$ cat src/adv_ber_regs.vh
`ifndef ADV_BER_REGS_VH
`define ADV_BER_REGS_VH
`define LOCAL_ADV_BASE     14'h0083
`define BACK_ADV_BASE      14'h00A3
`define SEND_START_ADDR    14'h00C3
`define SEND_LEN_ADDR      14'h00C4
`define RECV_LEN_ADDR      14'h00C5
`define RECV_START_ADDR    14'h00C6
`define ERR_COUNT_ADDR     14'h00C7
`define ADV_CODE_HI        1
`define STREAM_HI          12
`define STREAM_LO          8
`define CHAN_HI            7
`define REG_RESET          16'h0000
`define ERR_COUNT_MAX      16'hFFFF
`define PRBS_SEED          15'h7FFF
`define BACK32_STREAMS     16
`endif

$ cat src/data_fifo.v
`timescale 1ns/10ps
module data_fifo #(
   parameter WIDTH = 8,
   parameter DEPTH = 8,
   parameter AW    = 3
) (
   input  wire             clk,
   input  wire             rst,
   input  wire             in_valid,
   output wire             in_ready,
   input  wire [WIDTH-1:0] in_data,
   output wire             out_valid,
   input  wire             out_ready,
   output wire [WIDTH-1:0] out_data
);
   reg [WIDTH-1:0] mem [0:DEPTH-1];
   reg [AW:0]      wr_r;
   reg [AW:0]      rd_r;
   wire            full;
   wire            empty;
   assign full      = (wr_r[AW-1:0] == rd_r[AW-1:0]) && (wr_r[AW] != rd_r[AW]);
   assign empty     = (wr_r == rd_r);
   assign in_ready  = !full;
   assign out_valid = !empty;
   assign out_data  = mem[rd_r[AW-1:0]];
   always @(posedge clk) begin
      if (in_valid && !full)
         mem[wr_r[AW-1:0]] <= in_data;
   end
   always @(posedge clk or posedge rst) begin
      if (rst) begin
         wr_r <= {(AW+1){1'b0}};
         rd_r <= {(AW+1){1'b0}};
      end else begin
         if (in_valid && !full)
            wr_r <= wr_r + 1'b1;
         if (out_ready && !empty)
            rd_r <= rd_r + 1'b1;
      end
   end
endmodule

$ cat src/output_advance_and_ber_config.v
`timescale 1ns/10ps
`include "adv_ber_regs.vh"
// How it works
// - Thirty-two local advance registers from 0x83 hold a 2-bit code in bits 1-0.
// - Local code 0,1,2,3 advances that stream by 0,2,4,6 system clock cycles.
// - Code zero, the reset value, keeps the local stream on the frame pulse.
// - Thirty-two backplane advance registers from 0xA3; only sixteen used in 32 Mb/s mode.
// - In slow backplane modes codes 1,2,3 advance by 2,4,6 cycles.
// - In 32 Mb/s backplane mode codes 1,2,3 advance by 1,2,3 cycles.
// - Backplane code zero keeps the backplane stream on its frame pulse.
// - Send register bits 12-8 pick the local output stream carrying the test pattern.
// - Send register bits 7-0 give the first channel of the test pattern.
// - Each frame the pattern goes on the start channel plus the send length more channels.
// - Each frame the start channel plus the receive length more channels are checked.
// - Receive register bits 12-8 pick the local input stream that is checked.
// - Receive register bits 7-0 give the first channel compared.
// - A 16-bit read-only counter holds the number of detected errors.
module output_advance_and_ber_config #(
   parameter NSTREAM = 32,
   parameter FIFO_DEPTH = 8
) (
   input  wire          clk,
   input  wire          rst,
   input  wire [13:0]   addr,
   input  wire          wr_en,
   input  wire          rd_en,
   input  wire [15:0]   wr_data,
   output reg  [15:0]   rd_data,
   input  wire          back_32m_mode,
   output wire [63:0]   local_advance_code,
   output wire [63:0]   backplane_advance_code,
   output wire [95:0]   local_advance_cycles,
   output wire [95:0]   backplane_advance_cycles,
   input  wire          frame_start,
   input  wire          tx_slot,
   input  wire [4:0]    tx_stream,
   input  wire [7:0]    tx_channel,
   output reg           tx_insert,
   output reg  [7:0]    tx_byte,
   input  wire          rx_valid,
   output wire          rx_ready,
   input  wire [4:0]    rx_stream,
   input  wire [7:0]    rx_channel,
   input  wire [7:0]    rx_byte,
   output wire [4:0]    send_stream_select,
   output wire [4:0]    receive_stream_select,
   output wire [15:0]   local_test_error_count
);
   localparam FIFO_AW = $clog2(FIFO_DEPTH);

   reg  [1:0]  local_adv_r [0:NSTREAM-1];
   reg  [1:0]  back_adv_r  [0:NSTREAM-1];
   reg  [12:0] send_start_r;
   reg  [7:0]  send_len_r;
   reg  [7:0]  recv_len_r;
   reg  [12:0] recv_start_r;
   reg  [15:0] err_cnt_r;
   reg  [15:0] err_cnt_nxt;
   reg  [14:0] tx_prbs_r;
   reg  [14:0] rx_prbs_r;
   reg  [15:0] rd_nxt;
   wire        send_start_we;
   wire        send_len_we;
   wire        recv_len_we;
   wire        recv_start_we;
   wire [14:0] tx_base;
   wire        f_valid;
   wire        f_take;
   wire [7:0]  f_data;
   wire [7:0]  rx_expect;
   wire        in_win;
   wire        in_rx_win;
   wire [3:0]  ones;
   wire [16:0] err_sum;
   integer     k;

   // Top eight bits of the shift register, MSB first
   function [7:0] prbs_byte;
      input [14:0] s;
      prbs_byte = s[14:7];
   endfunction

   function [14:0] prbs_step;
      input [14:0] s;
      integer j;
      reg [14:0] t;
      begin
         t = s;
         for (j = 0; j < 8; j = j + 1)
            t = {t[13:0], t[14] ^ t[13]};
         prbs_step = t;
      end
   endfunction

   // Channel lies in start..start+len; sum kept 9 bits so wrap past 255 never matches
   function in_range;
      input [7:0] ch;
      input [7:0] start;
      input [7:0] len;
      reg [8:0] last;
      begin
         last = {1'b0, start} + {1'b0, len};
         in_range = ({1'b0, ch} >= {1'b0, start}) && ({1'b0, ch} <= last);
      end
   endfunction

   // Word match; index cut to the bus width on purpose
   function reg_hit;
      input [13:0] a;
      input [13:0] base;
      input integer idx;
      begin
         reg_hit = (a == base + idx[13:0]);
      end
   endfunction

   // The 32 Mb/s backplane steps by one cycle, all else by two
   function [2:0] adv_cycles;
      input [1:0] code;
      input       single_step;
      begin
         if (single_step) begin
            adv_cycles = {1'b0, code};
         end else begin
            adv_cycles = {code, 1'b0};
         end
      end
   endfunction

   function [3:0] bit_count;
      input [7:0] v;
      integer i;
      begin
         bit_count = 4'h0;
         for (i = 0; i < 8; i = i + 1) begin
            bit_count = bit_count + {3'h0, v[i]};
         end
      end
   endfunction

   genvar g;
   generate
      for (g = 0; g < NSTREAM; g = g + 1) begin : adv
         wire lhit;
         wire bhit;
         wire bopen;

         assign lhit  = wr_en && reg_hit(addr, `LOCAL_ADV_BASE, g);
         assign bhit  = wr_en && reg_hit(addr, `BACK_ADV_BASE, g);
         // Upper half of the backplane bank is unused at 32 Mb/s, so writes there are dropped
         assign bopen = !back_32m_mode || (g < `BACK32_STREAMS);
         always @(posedge clk or posedge rst) begin
            if (rst) begin
               local_adv_r[g] <= 2'h0;
               back_adv_r[g]  <= 2'h0;
            end else begin
               if (lhit) begin
                  local_adv_r[g] <= wr_data[`ADV_CODE_HI:0];
               end
               if (bhit && bopen) begin
                  back_adv_r[g] <= wr_data[`ADV_CODE_HI:0];
               end
            end
         end
         assign local_advance_code[2*g+1:2*g]       = local_adv_r[g];
         assign backplane_advance_code[2*g+1:2*g]   = back_adv_r[g];
         assign local_advance_cycles[3*g+2:3*g]     = adv_cycles(local_adv_r[g], 1'b0);
         assign backplane_advance_cycles[3*g+2:3*g] = adv_cycles(back_adv_r[g], back_32m_mode);
      end
   endgenerate

   assign send_start_we = wr_en && reg_hit(addr, `SEND_START_ADDR, 0);
   assign send_len_we   = wr_en && reg_hit(addr, `SEND_LEN_ADDR, 0);
   assign recv_len_we   = wr_en && reg_hit(addr, `RECV_LEN_ADDR, 0);
   assign recv_start_we = wr_en && reg_hit(addr, `RECV_START_ADDR, 0);

   always @(posedge clk or posedge rst) begin
      if (rst) begin
         send_start_r <= 13'h0000;
         send_len_r   <= 8'h00;
         recv_len_r   <= 8'h00;
         recv_start_r <= 13'h0000;
      end else begin
         if (send_start_we) begin
            send_start_r <= wr_data[`STREAM_HI:0];
         end
         if (send_len_we) begin
            send_len_r <= wr_data[`CHAN_HI:0];
         end
         if (recv_len_we) begin
            recv_len_r <= wr_data[`CHAN_HI:0];
         end
         if (recv_start_we) begin
            recv_start_r <= wr_data[`STREAM_HI:0];
         end
      end
   end

   assign send_stream_select     = send_start_r[`STREAM_HI:`STREAM_LO];
   assign receive_stream_select  = recv_start_r[`STREAM_HI:`STREAM_LO];
   assign local_test_error_count = err_cnt_r;

   // Read mux; reserved bits and unmapped words give zero
   always @* begin
      rd_nxt = `REG_RESET;
      for (k = 0; k < NSTREAM; k = k + 1) begin
         if (reg_hit(addr, `LOCAL_ADV_BASE, k)) begin
            rd_nxt = {14'h0000, local_adv_r[k]};
         end
         if (reg_hit(addr, `BACK_ADV_BASE, k)) begin
            rd_nxt = {14'h0000, back_adv_r[k]};
         end
      end

      if (reg_hit(addr, `SEND_START_ADDR, 0)) begin
         rd_nxt = {3'h0, send_start_r};
      end
      if (reg_hit(addr, `SEND_LEN_ADDR, 0)) begin
         rd_nxt = {8'h00, send_len_r};
      end
      if (reg_hit(addr, `RECV_LEN_ADDR, 0)) begin
         rd_nxt = {8'h00, recv_len_r};
      end
      if (reg_hit(addr, `RECV_START_ADDR, 0)) begin
         rd_nxt = {3'h0, recv_start_r};
      end
      if (reg_hit(addr, `ERR_COUNT_ADDR, 0)) begin
         rd_nxt = err_cnt_r;
      end
   end

   // Error count has no write path, so software can only read it
   always @(posedge clk or posedge rst) begin
      if (rst)
         rd_data <= `REG_RESET;
      else if (rd_en)
         rd_data <= rd_nxt;
   end

   assign in_win = tx_slot && (tx_stream == send_stream_select) &&
                   in_range(tx_channel, send_start_r[`CHAN_HI:0], send_len_r);
   // A slot in the frame-start cycle already uses the fresh seed, so byte and insert agree
   assign tx_base = frame_start ? `PRBS_SEED : tx_prbs_r;

   // Pattern generator; sequence restarts on each frame so sender and checker agree
   always @(posedge clk or posedge rst) begin
      if (rst) begin
         tx_prbs_r <= `PRBS_SEED;
         tx_insert <= 1'b0;
         tx_byte   <= 8'h00;
      end else begin
         tx_insert <= in_win;
         if (in_win) begin
            tx_byte   <= prbs_byte(tx_base);
            tx_prbs_r <= prbs_step(tx_base);
         end else if (frame_start) begin
            tx_prbs_r <= `PRBS_SEED;
         end
      end
   end

   // Received bytes queue here; a stalled checker back-pressures the receive side
   data_fifo #(.WIDTH(8), .DEPTH(FIFO_DEPTH), .AW(FIFO_AW)) rx_fifo (
      .clk       (clk),
      .rst       (rst),
      .in_valid  (rx_valid && in_rx_win),
      .in_ready  (rx_ready),
      .in_data   (rx_byte),
      .out_valid (f_valid),
      .out_ready (f_take),
      .out_data  (f_data)
   );

   assign in_rx_win = (rx_stream == receive_stream_select) &&
                      in_range(rx_channel, recv_start_r[`CHAN_HI:0], recv_len_r);
   assign f_take    = !frame_start;
   assign rx_expect = prbs_byte(rx_prbs_r);
   assign ones      = bit_count(f_data ^ rx_expect);
   assign err_sum   = {1'b0, err_cnt_r} + {13'h0000, ones};

   // Saturates rather than wrapping so a bad link never reads as clean
   always @* begin
      if (err_sum > {1'b0, `ERR_COUNT_MAX}) begin
         err_cnt_nxt = `ERR_COUNT_MAX;
      end else begin
         err_cnt_nxt = err_sum[15:0];
      end
   end

   always @(posedge clk or posedge rst) begin
      if (rst) begin
         rx_prbs_r <= `PRBS_SEED;
         err_cnt_r <= 16'h0000;
      end else if (frame_start) begin
         rx_prbs_r <= `PRBS_SEED;
      end else if (f_valid) begin
         rx_prbs_r <= prbs_step(rx_prbs_r);
         err_cnt_r <= err_cnt_nxt;
      end
   end
endmodule

$ cat config.mk
export PLATFORM = sky130hd
export DESIGN_NAME = output_advance_and_ber_config
export DESIGN_NICKNAME = d
export VERILOG_FILES = /design/src/data_fifo.v /design/src/output_advance_and_ber_config.v
export VERILOG_INCLUDE_DIRS = /design/src /design/src/src
export SDC_FILE = /design/constraint.sdc
export NUM_CORES = 1
export LEC_CHECK = 0
export BUFFER_PORTS_ARGS = -buffer_cell sky130_fd_sc_hd__buf_4
export CAP_MARGIN = 15
export CORE_UTILIZATION = 50
export DETAILED_ROUTE_END_ITERATION = 10
export HOLD_SLACK_MARGIN = 0.03
export PLACE_DENSITY = 0.83
export SETUP_SLACK_MARGIN = 0.3
export SLEW_MARGIN = 20
export SYNTH_ARGS = -nofsm -noshare
export SYNTH_HDL_FRONTEND = slang
export SYNTH_SLANG_ARGS = --single-unit
$ cat constraint.sdc
create_clock -name clk -period 7.85 [get_ports clk]
set_input_delay 0.785 -clock clk [delete_from_list [all_inputs] [get_ports clk]]
set_output_delay 0.785 -clock clk [all_outputs]
set_load 0.05 [all_outputs]
==> Word-level counts from Yosys, hierarchy flattened <==
Memory sizes are Yosys's and may differ from the RTL's.
Index checks and enable logic that the tools add are counted.
Widths: inputs -> output; s select.
{ "totals": {"reg_bits": 249, "out_inout_bits": 372, "mem_bits_rw": 64, "memories": 1} }
{ "classes": {"n_lt_le_gt_ge": 5, "mux": 108, "bitwise": 19, "reduce_logical": 98, "add_sub_neg": 12, "n_eq_ne": 75} }
{ "memory_table": {"columns": ["memory", "words", "word_bits", "rd", "rd_clocked_by_memory_dff", "write_ports", "line_no", "text"], "rows": [
  ["rx_fifo.mem", 8, 8, 1, 0, 1, "data_fifo.v:16", "reg [WIDTH-1:0] mem [0:DEPTH-1];"]
]} }
{ "ops": {"columns": ["cell", "count"], "rows": [
  ["$mux 16", 69],
  ["$eq 14x8->1 const B", 69],
  ["$mux 3", 32],
  ["$logic_and 1x1->1", 93],
  ["$mux 15", 4],
  ["$add 8x8->9", 2],
  ["$le 8x9->1", 2],
  ["$add 16x4->17", 1],
  ["$gt 17x16->1 const B", 1],
  ["$add 4x1->4", 4],
  ["$ge 8x8->1", 2],
  ["$xor 1x1->1", 16],
  ["$eq 5x5->1", 2],
  ["$add 4x1->4 const B", 2],
  ["$xor 8x8->8", 1],
  ["$add 3x1->4", 1],
  ["$eq 4x4->1", 1],
  ["$logic_not 1->1", 4],
  ["$add 2x1->3", 1],
  ["$eq 3x3->1", 1],
  ["$add 1x1->2", 1],
  ["$mux 1", 2],
  ["$mux 2", 1],
  ["$ne 2x2->1 const B", 1],
  ["other kinds (3)", 4]
]} }

==> Depth between registers and ports, before layout <==
{ "logic_depth": {"ltp_word": 70, "depth_mapped": 19} }

==> By module <==
From an unflattened synthesis, not the netlist that was laid out.
{ "unflattened": {"hier_cells": 1708, "area_unflattened_um2": 18541.5} }
{ "modules_own_cells": {"columns": ["mod", "cells_per_inst", "n_inst", "area_each_um2", "seq_area_each_um2"], "rows": [
  ["output_advance_and_ber_config", 1558, 1, 15526.1, 6068.3],
  ["data_fifo", 150, 1, 3015.4, 2122.0]
]} }

==> Worst setup path after synthesis <==
Ideal clock, no wire load.
{ "synth_timing": {"path_kind": "flip-flop to flip-flop", "startpoint": "register rx_fifo.rd_r[0]", "endpoint": "register err_cnt_r[12], in the netlist local_test_error_count[12]", "t_arrival_ns": 5.049, "setup_ns": 0.125, "path_slack_ns": 2.676, "required_time_ns": 7.725, "stages_incl_launch_ff": 19, "path_cell_list": "dfrtp_1 buf_4 buf_2 mux4_2 mux2i_1 xnor2_1 fa_1 inv_1 fa_1 fa_1 inv_1 fa_1 fa_1 inv_1 a21o_1 a21oi_1 nor4_4 nand3_1 mux2_2"} }
{ "synth_via": {"elab_chain_len": 12} }
{ "synth_lines": {"columns": ["element", "line_no", "text"], "rows": [
  ["from (decl)", "data_fifo.v:18", "reg [AW:0] rd_r;"],
  ["from (signal assigned)", "data_fifo.v:33", "rd_r <= {(AW+1){1'b0}};"],
  ["from (signal assigned)", "data_fifo.v:38", "rd_r <= rd_r + 1'b1;"],
  ["$mem_v2 8x8", null, null],
  ["$xor 8x8->8", "output_advance_and_ber_config.v:278", "assign ones = bit_count(f_data ^ rx_expect);"],
  ["$add 1x1->2", "output_advance_and_ber_config.v:136", "bit_count = bit_count + {3'h0, v[i]};"],
  ["$add 2x1->3", "output_advance_and_ber_config.v:136", null],
  ["$add 3x1->4", "output_advance_and_ber_config.v:136", null],
  ["$add 4x1->4 (4 in series)", "output_advance_and_ber_config.v:136", null],
  ["$add 16x4->17", "output_advance_and_ber_config.v:279", "assign err_sum = {1'b0, err_cnt_r} + {13'h0000, ones};"],
  ["$gt 17x16->1", "output_advance_and_ber_config.v:283", "if (err_sum > {1'b0, `ERR_COUNT_MAX}) begin"],
  ["$mux 16", "output_advance_and_ber_config.v:283", null],
  ["to (signal assigned)", "output_advance_and_ber_config.v:298", "err_cnt_r <= err_cnt_nxt;"],
  ["to (decl)", "output_advance_and_ber_config.v:57", "reg [15:0] err_cnt_r;"]
]} }
Several ways; a longest one is shown, not always the timed one.
A chain may end at the register's enable or synchronous reset.

==> Worst setup path after layout <==
{ "layout_timing": {"startpoint": "register rx_fifo.rd_r[0]", "endpoint": "register err_cnt_r[5], in the netlist local_test_error_count[5]"} }
Same word-level chain as after synthesis.

==> metrics <==
outcome complete, no violations; vias per cell 6.06; largest net degree at the start of global routing 183; Slew @ Worst Pin 1.12 ns; clk sinks 313; CTS tree built; postcts setup bufs 0; crit path from rx_fifo.rd_r[0]$_DFFE_PP0P_; top post-synthesis cells by area dfrtp_1 (29%), mux2_2 (12%), edfxtp_1 (10%); total clock buffers created by CTS 36; Rel. slew slack 24.2%; Setup crit end local_test_error_count[5]$_DFFE_PP0P_; Post-synth EDFFs 64; Fillers 2917; Finished Cell Area 0.0224 sq mm; Pleak 10.5 nW; Mapped Cells 1721; endpoints failing setup 0; via count 15.1k; DRT Wirelength 58.4 mm; Worst Path Required 8.33 ns; reg2reg end local_test_error_count[5]$_DFFE_PP0P_; number of global-route vias before repair 15.1k; crit path DAT 6.08 ns; placeable core region 0.0367 sq mm; Clock Power Share 32.5%; utilization after layout 61.2%; final worst-path setup slack 2.24 ns; # IOs 444; All-Layer GR Usage 30.3%; final setup TNS 0 ns; Final nets 2137; Worst-Skew Late Latency 0.53 ns; Tot Pwr 5.30 mW; final hold violation count 0; P&R area growth vs syn 20.1%; initial core utilization 50.9%; Routed Antenna Nets 0; # resized after CTS 0; fraction of registers with async set/reset 79.6%; die area 0.0381 sq mm; cell taking the most area after synthesis dfrtp_1; CP dominant cell by count fa_1; RSZ-0062 raised after global routing no; syn_area_per_cell 10.9 sq um; Netlist cell types 95; IO buf count 408; CP Launch Type flop; Peak supply drop 0.266 mV; first-pass GRT wire length 89.3 mm; Max Buffers Root-to-Sink 3; layout cells sized above 1 37.2%; DR pass1 iterations 7; min Tclk post-route 5.61 ns; Worst setup EP type flop; die height 195 microns; Syn. warnings 0; logic gate share of total power 31.5%; critical path, cell by cell mux4_2, mux2i_1, xnor2_1, fa_1, inv_1, fa_1, fa_1, inv_1, fa_1, fa_1, inv_1, a21o_1, a21oi_1, nor2_1, nand3_1, a21oi_1, o22a_1; flop2flop setup slack 2.24 ns; Synth top area share 29.3%; GRT Residual Overflow 0; Cell Area, Synth 0.0187 sq mm; Sequential Power Share 36.0%; non-filler instance count after layout 2496; Final period util 71.4%; Sw Ratio 34.5%; WP buf/inv 3; reg2reg start rx_fifo.rd_r[0]$_DFFE_PP0P_; Rows 70; # H-tree levels 2; Worst Path Max Fanout 20; DR WL/cell 23.4 microns; Inst Count DP 2431; Final GP Congestion 0.979; power density over cell area 236 mW/mm^2; Crit path depth 17; Most used DFF post-synth dfrtp_1; DRT iter0 DRCs 1293; number of diodes 0; max-slew violation count 0; Setup CP Type reg -> reg; Worst Hold Class in -> reg; clock root buffer clkbuf_16; Die X-Extent 195 microns; clock skew 0.0148 ns; DPL Wire Length 41.8 mm; DRC Markers 0; # hold bufs at CTS 0; pre-CTS setup slack 2.02 ns; CP delay by family, top adder cells; internal power 3.47 mW; dpl cell area 0.0212 sq mm; worst hold margin 0.486 ns; antenna violations before repair 1; MaxCap Viol Count 0; Clk pin slew, worst setup/hold paths 0.06 ns; Seq/Total Area, Yosys 43.8%; max incr delay on CP 0.78 ns; crit path max-delay cell type dfrtp_2; Max Freq 178 MHz; R2R depth 17; FF+latch count, synth 313; Net Switching 1.83 mW
how the worst min path moves through the flow:
| stage | cells after the start | start | endpoint |
|---|---|---|---|
| after floorplan | 1 | rx_fifo.rd_r[3]$_DFFE_PP0P_ | rx_fifo.rd_r[3]$_DFFE_PP0P_ |
| after global placement | 1 | rx_fifo.rd_r[3]$_DFFE_PP0P_ | rx_fifo.rd_r[3]$_DFFE_PP0P_ |
| after detailed placement | 1 | rx_fifo.rd_r[3]$_DFFE_PP0P_ | rx_fifo.rd_r[3]$_DFFE_PP0P_ |
| after CTS | 1 | rx_byte[3] | rx_fifo.mem[4][3]$_DFFE_PP_ |
| after global routing | 1 | rx_byte[6] | rx_fifo.mem[5][6]$_DFFE_PP_ |
| final | 1 | rx_byte[6] | rx_fifo.mem[5][6]$_DFFE_PP_ |
logic make-up after synthesis:
group           Yosys count  synth area share (%)
xor+xnor                 60                  2.81
mux                     258                  16.2
other cells               1                0.0201
simple gates            438                  12.9
compound gates          314                  11.2
fa+ha+maj                63                  4.50
buf+inv                 274                  8.41
flops                   313                  43.8
layout by cell type (no fill, tap or decap), types with 17 or more instances in the layout:
master,netlist,final
a21oi_1,70,70
and2_1,34,34
buf_4,117,418
clkbuf_16,0,37
conb_1,1,32
dfrtp_1,219,218
dfstp_2,30,30
edfxtp_1,64,64
ha_1,56,56
inv_1,65,64
mux2_2,200,200
mux2i_1,42,42
nand2_1,77,77
nand2b_1,31,31
nand3_1,29,29
nand4_1,17,17
nor2_1,118,118
nor2b_1,43,43
nor3_1,21,21
o21ai_0,82,82
xnor2_1,43,43
xor2_1,17,17
routing by layer:
layer | track usage [%] | up-vias | part of all wire (%)
met3 | 5.37 | 202 | 7.6
li1 | - | 6640 | -
met4 | 16.9 | 2 | 5.6
met2 | 51.4 | 809 | 50
met1 | 36.5 | 7475 | 37
met5 | 0 | - | 0.022
final cells by class:
| class | count | area [sq um] | area share, % |
|---|---|---|---|
| tap | 468 | 586 | 2.61 |
| clock inverter | 19 | 214 | 0.953 |
| sequential | 313 | 8190 | 36.5 |
| timing repair buffer | 420 | 3170 | 14.1 |
| clock buffer | 45 | 986 | 4.39 |
| multi-input combinational | 1165 | 9040 | 40.3 |
| inverter | 66 | 251 | 1.12 |
synth_stat cells (all sizes together), types with 16 or more instances:
cell    number
nand4       17
dfstp       30
a21oi       70
dfrtp      219
xnor2       43
clkbuf      52
mux4        16
nand2b      31
xor2        17
o21ai       84
inv         66
buf        156
mux2       200
ha          56
nor2b       43
edfxtp      64
nand2       78
and2        35
nor3        21
nor2       121
mux2i       42
nand3       29
sequential cells by signal, summed over array words and instances (netlist names), 13 cells and up:
name / count
backplane_advance_code: 64
local_advance_code: 64
local_test_error_count: 16
rd_data: 16
recv_start_r: 13
rx_fifo.mem: 64
rx_prbs_r: 15
send_start_r: 13
tx_prbs_r: 15
power by group through the flow:
stage / sequential, mW / combinational [mW] / clock (mW)
2_1_floorplan: 1.93 / 1.21 / 0
3_3_place_gp: 1.93 / 1.51 / 0
3_5_place_dp: 1.94 / 1.58 / 0
4_1_cts: 1.91 / 1.65 / 1.74
5_1_grt: 1.92 / 1.85 / 1.81
6_report: 1.91 / 1.67 / 1.72
No activity file was read; power rests on OpenSTA's default activity.
